**src/rtl/esc_pkg.sv**
```systemverilog
// Shared constants and types for the E1 switch configuration decoder.
package esc_pkg;

    // Switch positions inside the option bank; position 1 is bit 0.
    localparam int SW_LINE_CODE = 0;
    localparam int SW_BUILD_OUT = 2;
    localparam int SW_CLK_HIGH = 5;
    localparam int SW_CLK_LOW = 6;
    localparam int SW_LOOP_GATE = 7;

    // Whole-bank patterns; a set bit means the switch is in the on position.
    localparam logic [7:0] BANK_ALL_ON = 8'hFF;
    localparam logic [7:0] BANK_ALL_OFF = 8'h00;
    localparam logic [7:0] SW_BANK_RESET = 8'h00;

    // Transmit timing sources.
    typedef enum logic [1:0] {
        CLK_NETWORK = 2'b00,
        CLK_INTERNAL = 2'b01,
        CLK_EXTERNAL = 2'b10
    } esc_clk_mode_t;

    // Control modes chosen by the management bank.
    typedef enum logic [1:0] {
        CTRL_LOCAL = 2'b00,
        CTRL_HW_RESET = 2'b01,
        CTRL_REMOTE = 2'b10
    } esc_ctrl_mode_t;

    // Switch capture sequence.
    typedef enum logic {
        CAP_SAMPLE = 1'b0,
        CAP_HOLD = 1'b1
    } esc_cap_state_t;

    // Register byte offsets on the Wishbone bus.
    localparam logic [7:0] REG_STATUS = 8'h00;
    localparam logic [7:0] REG_ADDRESS = 8'h04;
    localparam logic [7:0] REG_RATE = 8'h08;
    localparam logic [7:0] REG_MGMT_CFG = 8'h0C;

    // Status register fields.
    localparam int ST_LINE_CODE = 0;
    localparam int ST_BUILD_OUT = 1;
    localparam int ST_CLK_LSB = 2;
    localparam int ST_LOOP_EN = 4;
    localparam int ST_LOOP_ACT = 5;
    localparam int ST_REMOTE = 6;
    localparam int ST_SPECIAL = 7;
    localparam int ST_VALID = 8;
    localparam int ST_CTRL_LSB = 9;
    localparam int ST_FITTED = 11;

    // Management configuration fields, used only under remote control.
    localparam int MC_LINE_CODE = 0;
    localparam int MC_BUILD_OUT = 1;
    localparam int MC_CLK_LSB = 2;
    localparam int MC_LOOP_DIS = 4;
    localparam int MC_W = 5;
    localparam logic [4:0] MGMT_CFG_RESET = 5'h00;

    // Line rate report: unstructured 2.048 Mbps.
    localparam logic [15:0] LINE_RATE_KBPS = 16'h0800;
    localparam int RATE_UNSTRUCT_BIT = 16;

endpackage

```
**src/rtl/esc_cfg_if.sv**
```systemverilog
// Carrier between the capture logic and the switch decoder.
`timescale 1ns/1ps
interface esc_cfg_if;
    import esc_pkg::*;

    logic [7:0] opt_bank;
    logic [7:0] mgmt_bank;
    logic line_code_ami;
    logic build_out_75;
    esc_clk_mode_t clk_mode;
    logic loop_gate_en;
    esc_ctrl_mode_t ctrl_mode;
    logic [7:0] card_addr;
    logic all_on;

    modport decoder (
        input opt_bank, mgmt_bank,
        output line_code_ami, build_out_75, clk_mode, loop_gate_en, ctrl_mode,
        output card_addr, all_on
    );

    modport core (
        output opt_bank, mgmt_bank,
        input line_code_ami, build_out_75, clk_mode, loop_gate_en, ctrl_mode,
        input card_addr, all_on
    );
endinterface

```
**src/rtl/esc_switch_decode.sv**
```systemverilog
// Combinational decode of the captured option and management banks.
`timescale 1ns/1ps
module esc_switch_decode
    import esc_pkg::*;
(
    // Captured switches in, decoded settings out.
    esc_cfg_if.decoder cfg
);

    // Option bank decode; reserved positions are looked at only by the all-on check.
    always_comb begin
        cfg.line_code_ami = cfg.opt_bank[SW_LINE_CODE];
        cfg.build_out_75 = cfg.opt_bank[SW_BUILD_OUT];
        cfg.loop_gate_en = !cfg.opt_bank[SW_LOOP_GATE];
        case ({cfg.opt_bank[SW_CLK_HIGH], cfg.opt_bank[SW_CLK_LOW]})
            2'b10: begin
                cfg.clk_mode = CLK_INTERNAL;
            end
            2'b01: begin
                cfg.clk_mode = CLK_EXTERNAL;
            end
            default: begin
                cfg.clk_mode = CLK_NETWORK;
            end
        endcase
    end

    // Management bank selects the control mode.
    always_comb begin
        if (cfg.mgmt_bank == BANK_ALL_OFF) begin
            cfg.ctrl_mode = CTRL_LOCAL;
        end else if (cfg.mgmt_bank == BANK_ALL_ON) begin
            cfg.ctrl_mode = CTRL_HW_RESET;
        end else begin
            cfg.ctrl_mode = CTRL_REMOTE;
        end
    end

    // An on switch reads as zero; position 1 lands in the LSB.
    for (genvar i = 0; i < 8; i++) begin : g_addr
        assign cfg.card_addr[i] = !cfg.mgmt_bank[i];
    end

    // Every switch of both banks on requests the forced local mode.
    assign cfg.all_on = (&cfg.opt_bank) && (&cfg.mgmt_bank);

endmodule

```
**src/rtl/esc_config_top.sv**
```systemverilog
// E1 switch configuration decoder with a Wishbone status and management port.
`timescale 1ns/1ps
module esc_config_top
    import esc_pkg::*;
(
    // Clock and reset.
    input wire logic clk,
    input wire logic resetn,
    // Wishbone classic slave.
    input wire logic wb_cyc_i,
    input wire logic wb_stb_i,
    input wire logic wb_we_i,
    input wire logic [7:0] wb_adr_i,
    input wire logic [3:0] wb_sel_i,
    input wire logic [31:0] wb_dat_i,
    output logic [31:0] wb_dat_o,
    output logic wb_ack_o,
    // Switch banks and module fit strap; a set bit means on.
    input wire logic [7:0] option_switch_bank,
    input wire logic [7:0] management_address_bank,
    input wire logic ten_base_t_fitted,
    // Attached terminal.
    input wire logic test_mode_request,
    // Line interface settings.
    output logic line_code_ami,
    output logic line_build_out_75,
    output logic unstructured_line_up,
    output logic loopback_active,
    // Transmit timing selection, one-hot.
    output logic tx_timing_recovered,
    output logic tx_timing_internal,
    output logic tx_timing_terminal,
    // Management status.
    output logic remote_management_control,
    output logic [7:0] card_address,
    output logic special_mode,
    output logic config_valid
);

    // Captured switches and capture sequencing.
    logic [7:0] opt_cap_reg;
    logic [7:0] mgmt_cap_reg;
    logic fitted_cap_reg;
    esc_cap_state_t cap_state_reg;
    esc_cap_state_t cap_state_next;
    logic valid;

    // Decoder carrier.
    esc_cfg_if cfg();

    // Selected settings before registering.
    logic remote_eff;
    logic sel_ami;
    logic sel_75;
    logic sel_loop_en;
    esc_clk_mode_t sel_clk;
    esc_clk_mode_t eff_clk;

    // Output registers.
    logic line_code_ami_reg;
    logic build_out_75_reg;
    logic line_up_reg;
    logic loopback_reg;
    logic timing_recovered_reg;
    logic timing_internal_reg;
    logic timing_terminal_reg;
    logic remote_reg;
    logic [7:0] card_addr_reg;
    logic special_reg;

    // Bus side.
    logic wb_req;
    logic wb_ack_reg;
    logic [31:0] wb_dat_reg;
    logic [31:0] rd_mux;
    logic [31:0] status_word;
    logic [MC_W-1:0] mgmt_cfg_reg;
    logic [1:0] mc_clk_field;

    // The decoder sees only the captured copies, never the live switches.
    assign cfg.opt_bank = opt_cap_reg;
    assign cfg.mgmt_bank = mgmt_cap_reg;

    esc_switch_decode u_decode (
        .cfg(cfg)
    );

    // Capture sequence: sample once on the first edge after reset release.
    always_comb begin
        case (cap_state_reg)
            CAP_SAMPLE: begin
                cap_state_next = CAP_HOLD;
            end
            CAP_HOLD: begin
                cap_state_next = CAP_HOLD;
            end
            default: begin
                cap_state_next = CAP_SAMPLE;
            end
        endcase
    end

    // State register.
    always_ff @(posedge clk) begin
        if (!resetn) begin
            cap_state_reg <= CAP_SAMPLE;
        end else begin
            cap_state_reg <= cap_state_next;
        end
    end

    // Switch capture. Taking them after release keeps reset to constants only,
    // and holding them means a slipped switch on a live card changes nothing.
    always_ff @(posedge clk) begin
        if (!resetn) begin
            opt_cap_reg <= SW_BANK_RESET;
            mgmt_cap_reg <= SW_BANK_RESET;
            fitted_cap_reg <= 1'b0;
        end else if (cap_state_reg == CAP_SAMPLE) begin
            opt_cap_reg <= option_switch_bank;
            mgmt_cap_reg <= management_address_bank;
            fitted_cap_reg <= ten_base_t_fitted;
        end
    end

    assign valid = (cap_state_reg == CAP_HOLD);

    // Remote control applies only to a real address; the all-on power-up
    // pattern is excluded explicitly so it always lands on local control.
    assign remote_eff = valid && (cfg.ctrl_mode == CTRL_REMOTE) && !cfg.all_on;

    // The management clock field treats its unused code as network timing.
    assign mc_clk_field = mgmt_cfg_reg[MC_CLK_LSB +: 2];

    // Setting source: local switches, or the management register when remote.
    always_comb begin
        sel_ami = cfg.line_code_ami;
        sel_75 = cfg.build_out_75;
        sel_loop_en = cfg.loop_gate_en;
        sel_clk = cfg.clk_mode;
        if (remote_eff) begin
            sel_ami = mgmt_cfg_reg[MC_LINE_CODE];
            sel_75 = mgmt_cfg_reg[MC_BUILD_OUT];
            sel_loop_en = !mgmt_cfg_reg[MC_LOOP_DIS];
            case (mc_clk_field)
                CLK_INTERNAL: begin
                    sel_clk = CLK_INTERNAL;
                end
                CLK_EXTERNAL: begin
                    sel_clk = CLK_EXTERNAL;
                end
                default: begin
                    sel_clk = CLK_NETWORK;
                end
            endcase
        end
        eff_clk = sel_clk;
        if (sel_clk == CLK_EXTERNAL && fitted_cap_reg) begin
            eff_clk = CLK_INTERNAL;
        end
    end

    // Line settings; reset values are the factory defaults.
    always_ff @(posedge clk) begin
        if (!resetn) begin
            line_code_ami_reg <= 1'b0;
            build_out_75_reg <= 1'b0;
            line_up_reg <= 1'b0;
        end else begin
            line_code_ami_reg <= valid ? sel_ami : 1'b0;
            build_out_75_reg <= valid ? sel_75 : 1'b0;
            line_up_reg <= valid;
        end
    end

    // Transmit timing source, exactly one active at any time.
    always_ff @(posedge clk) begin
        if (!resetn) begin
            timing_recovered_reg <= 1'b1;
            timing_internal_reg <= 1'b0;
            timing_terminal_reg <= 1'b0;
        end else begin
            timing_recovered_reg <= (eff_clk == CLK_NETWORK);
            timing_internal_reg <= (eff_clk == CLK_INTERNAL);
            timing_terminal_reg <= (eff_clk == CLK_EXTERNAL);
        end
    end

    // Loopback follows the live request, gated by the handling enable.
    always_ff @(posedge clk) begin
        if (!resetn) begin
            loopback_reg <= 1'b0;
        end else begin
            loopback_reg <= valid && sel_loop_en && test_mode_request;
        end
    end

    // Control mode, card address and the forced local indication.
    always_ff @(posedge clk) begin
        if (!resetn) begin
            remote_reg <= 1'b0;
            card_addr_reg <= BANK_ALL_OFF;
            special_reg <= 1'b0;
        end else begin
            remote_reg <= remote_eff;
            card_addr_reg <= remote_eff ? cfg.card_addr : BANK_ALL_OFF;
            special_reg <= valid && cfg.all_on;
        end
    end

    // Management configuration register, written over the bus. The forced
    // local mode wipes it so a stale remote setting cannot survive.
    always_ff @(posedge clk) begin
        if (!resetn) begin
            mgmt_cfg_reg <= MGMT_CFG_RESET;
        end else if (special_reg) begin
            mgmt_cfg_reg <= MGMT_CFG_RESET;
        end else if (wb_req && !wb_ack_reg && wb_we_i && wb_sel_i[0]
                     && (wb_adr_i == REG_MGMT_CFG)) begin
            mgmt_cfg_reg <= wb_dat_i[MC_W-1:0];
        end
    end

    // Status word built from the block's own state.
    always_comb begin
        status_word = 32'h0000_0000;
        status_word[ST_LINE_CODE] = line_code_ami_reg;
        status_word[ST_BUILD_OUT] = build_out_75_reg;
        status_word[ST_CLK_LSB +: 2] = eff_clk;
        status_word[ST_LOOP_EN] = sel_loop_en;
        status_word[ST_LOOP_ACT] = loopback_reg;
        status_word[ST_REMOTE] = remote_reg;
        status_word[ST_SPECIAL] = special_reg;
        status_word[ST_VALID] = valid;
        status_word[ST_CTRL_LSB +: 2] = cfg.ctrl_mode;
        status_word[ST_FITTED] = fitted_cap_reg;
    end

    // Read decode; unmapped offsets read as zero and still acknowledge.
    always_comb begin
        rd_mux = 32'h0000_0000;
        case (wb_adr_i)
            REG_STATUS: begin
                rd_mux = status_word;
            end
            REG_ADDRESS: begin
                rd_mux[7:0] = card_addr_reg;
            end
            REG_RATE: begin
                rd_mux[15:0] = LINE_RATE_KBPS;
                rd_mux[RATE_UNSTRUCT_BIT] = 1'b1;
            end
            REG_MGMT_CFG: begin
                rd_mux[MC_W-1:0] = mgmt_cfg_reg;
            end
            default: begin
                rd_mux = 32'h0000_0000;
            end
        endcase
    end

    // Wishbone handshake: ack one cycle after the request, dropped after one.
    assign wb_req = wb_cyc_i && wb_stb_i;

    always_ff @(posedge clk) begin
        if (!resetn) begin
            wb_ack_reg <= 1'b0;
            wb_dat_reg <= 32'h0000_0000;
        end else begin
            wb_ack_reg <= wb_req && !wb_ack_reg;
            if (wb_req && !wb_ack_reg && !wb_we_i) begin
                wb_dat_reg <= rd_mux;
            end else begin
                wb_dat_reg <= 32'h0000_0000;
            end
        end
    end

    // Port drivers.
    assign wb_ack_o = wb_ack_reg;
    assign wb_dat_o = wb_dat_reg;
    assign line_code_ami = line_code_ami_reg;
    assign line_build_out_75 = build_out_75_reg;
    assign unstructured_line_up = line_up_reg;
    assign loopback_active = loopback_reg;
    assign tx_timing_recovered = timing_recovered_reg;
    assign tx_timing_internal = timing_internal_reg;
    assign tx_timing_terminal = timing_terminal_reg;
    assign remote_management_control = remote_reg;
    assign card_address = card_addr_reg;
    assign special_mode = special_reg;
    assign config_valid = valid;
endmodule

```
**config.mk**
```make
export PLATFORM = sky130hd
export DESIGN_NAME = esc_config_top
export DESIGN_NICKNAME = d
export VERILOG_FILES = /design/src/rtl/esc_pkg.sv /design/src/rtl/esc_cfg_if.sv /design/src/rtl/esc_switch_decode.sv /design/src/rtl/esc_config_top.sv
export SDC_FILE = /design/constraint.sdc
export NUM_CORES = 1
export LEC_CHECK = 0
export BUFFER_PORTS_ARGS = -buffer_cell sky130_fd_sc_hd__buf_2
export CAP_MARGIN = 40
export CORE_ASPECT_RATIO = 0.9
export CORE_MARGIN = 1
export CORE_UTILIZATION = 47
export CTS_CLUSTER_DIAMETER = 120
export DETAILED_ROUTE_END_ITERATION = 6
export PLACE_DENSITY = 0.84
export SLEW_MARGIN = 30
export SYNTH_ARGS = -nofsm -noshare
export SYNTH_HDL_FRONTEND = slang
export SYNTH_SLANG_ARGS = --single-unit
export TNS_END_PERCENT = 20
```
**constraint.sdc**
```tcl
create_clock -name clk -period 4.45 [get_ports clk]
set_input_delay 1.1125 -clock clk [delete_from_list [all_inputs] [get_ports clk]]
set_output_delay 1.1125 -clock clk [all_outputs]
set_load 0.05 [all_outputs]
```
==> flow_summary.yaml <==
run_status:
  status: "completed"
sta:
  fin_crit_sh_pct: 55.15
  layout_setup_ws_ns: 1.996
  drv_slew: 0
  setup-tns-final_ns: 0
  worstMarginPinSlew_ns: 0.6021
  rsz0062_at_grt: "no"
  hold_viol_final: 0
  fin_crit_ns: 2.454
  fin_skew_ns: 0.008195
  slew_headroom_pct: 59.82
  fmax_mhz: 407.5
  setup_viol: 0
floorplan:
  io_pins: 118
  dieArea_um2: 4815
  core_um2: 4212
  rows: 22
  dieHeight_um: 65.93
  initial_core_util_pct: 50.68
  fp.dieW_um: 73.04
finish:
  syn_to_final_growth_pct: 18.05
  finalInstanceArea_um2: 2520
  final_cells: 345
  drive_above_1_share_pct: 30.18
  n_antenna_cell: 0
  largest_reg_flops: 13
  layout.nets: 351
worst_hold_path:
  whs_endpoint: "special_mode"
  hold_class: "reg2reg"
  hold_depth: 2
  min_from: "cfg.opt_bank[1]"
power_and_ir_drop:
  power_per_cell_area_nw_per_um2: 373.9
  p_clk_share_pct: 29.0
  p_sw_w: 0.0002865
  seqPwrFrac_pct: 54.7
  p_int_w: 0.0006557
  leakage_nw: 1.215
  p_comb_share_pct: 16.3
  p_sw_share_pct: 30.41
  ir_worst_vdd_uv: 214.7
  total_power_w: 0.0009422
job:
  drv_cap: 0
yosys:
  syn_avg_cell_area_um2: 9.747
  synth_most_common_cell: "dfxtp_1"
  yosys_register_bits: 54
  synth_top_area_share_pct: 50.64
  ys_types: 33
  synth_edf_count: 0
  ys_top_cells_by_count: "54 x dfxtp_1, 44 x nor2_1, 30 x mux2i_1"
  ys_warn_count: 0
  synth_cells: 219
  synth_area_um2: 2135
  synthArstFlopShare_pct: 0
  synthTopCellsByArea: "dfxtp_1 51%, mux2i_1 14%, nor2_1 7.7%, buf_4 6.7%, nand2_1 1.9%"
  yosysSeqAreaShare_pct: 50.64
  synth_top_area_cell: "dfxtp_1"
  synth_top_flop_cell: "dfxtp_1"
critical_path:
  critPathLaunchType: "primary input"
  path_max_fanout: 20
  rr_endpoint: "tx_timing_terminal"
  worstRegToRegCells: 6
  arrival_ns: 2.71
  endpoint_kind: "flip-flop"
  r2r_slack_ns: 2.71
  required_ns: 4.70
  worstSetupPathType: "in2reg"
  r2r_start: "cfg.mgmt_bank[6]"
cts:
  htree_levels: 2
  clockRootBuffer: "clkbuf_8"
  postCtsHoldBufs: 0
  clkSinkCount: 54
  cts_resized: 0
  clk_pin_slew_ns: 0.10
  post-cts-setup-buffer-count: 0
  worstSkewPairLatency_ns: 0.31
  cts_tree: "done"
  numCtsBuffers: 5
  clockBufferDepth: 2
global_route:
  antenna_found_initial: 0
  grt_max_degree: 21
  grt_pass1_wl_um: 6762
  grt_overflow: 0
  track_usage_pct: 18.76
  first_global_vias: 1455
place:
  hpwl_um: 3134
  gp_congestion: 0.8606
  placed_cells_incl_taps: 337
  portBuffers: 68
  dp_slack_ns: 1.670
  placed_cell_area_um2: 2427
routing:
  final_antenna_net_count: 0
  viasPerCell: 4.649
  wl_um: 4096
  num_vias: 1604
  dr.pass1.iters: 4
  drt_iter0_markers: 94
  drt-wirelength-per-cell_um: 11.87
  remaining_drc_errors: 0
==> worst max-delay path by stage <==
stage,from,endpoint,slack (ns),cells past startpoint
global route,wb_adr_i[2],mgmt_cfg_reg[2],1.91,6
floorplan,wb_adr_i[7],wb_dat_o[8],1.85,7
CTS,resetn,wb_dat_o[8],2.00,5
global placement,resetn,wb_dat_o[8],1.67,5
finish,resetn,wb_dat_o[8],2.00,5
detailed placement,resetn,wb_dat_o[8],1.67,5
==> power by group through the flow <==
stage	registers, W	logic (W)	clock network (W)
after global routing	0.000519	0.000164	0.000300
after CTS	0.000516	0.000153	0.000279
after global placement	0.000527	0.000151	0
final	0.000516	0.000153	0.000273
after floorplan	0.000561	0.0000942	0
after detailed placement	0.000527	0.000153	0
==> metal layers <==
metal / vias up / GRT usage (%) / wire [um]
met3: 11 / 4.573 / 269
met1: 716 / 23.67 / 1917
li1: 817 / - / -
met4: 0 / 10.54 / 94
met2: 60 / 29.17 / 1814
met5: - / 0 / 0
==> stage by stage <==
step                      hold WS, ns  util (%)
after global routing           0.4942     59.83
after global placement         0.4402     57.64
final                          0.4632     59.83
after CTS                      0.4672     59.83
after detailed placement       0.4468     57.64
after floorplan                0.4249         -
==> worst max-delay path, cell delays in order <==
cell and delay [ns]:
buf_2 0.14, inv_1 0.28, or4_4 0.66, or2_1 0.33
nor3b_2 0.17
==> logic make-up (layout without fill, tap and decap cells) <==
logic type	after synthesis	count (layout)	synth area share, %
buffers and inverters	32	80	9.789
other	1	19	0.1757
and+or+nand+nor	92	92	22.10
AOI/OAI and AO/OA	9	9	2.697
muxes	31	31	14.60
DFF	54	54	50.64
==> cell usage in the layout (no fill, tap or decap), types with 2 or more instances in the layout <==
| cell type | instances |
|---|---|
| buf_2 | 68 |
| dfxtp_1 | 54 |
| nor2_1 | 44 |
| mux2i_1 | 30 |
| conb_1 | 19 |
| nand2_1 | 11 |
| nor2b_1 | 5 |
| nand3b_1 | 5 |
| clkbuf_8 | 5 |
| nand2b_1 | 4 |
| nand4_1 | 3 |
| nor4_1 | 3 |
| inv_1 | 3 |
| nand3_1 | 3 |
| a21oi_1 | 3 |
| nor3_2 | 3 |
| a31oi_1 | 3 |
| and3_1 | 2 |
| and2_1 | 2 |
| clkinvlp_4 | 2 |
==> final cells by class <==
class	count	area, um2
clock buffers	5	68.82
clock inverters	3	23.77
fillers	391	1692
inverters	3	11.26
multi-input cells	151	912.1
flip-flops and latches	54	1081
well taps	60	75.07
repair buffers	69	347.8
No activity file was read; power rests on OpenSTA's default activity.
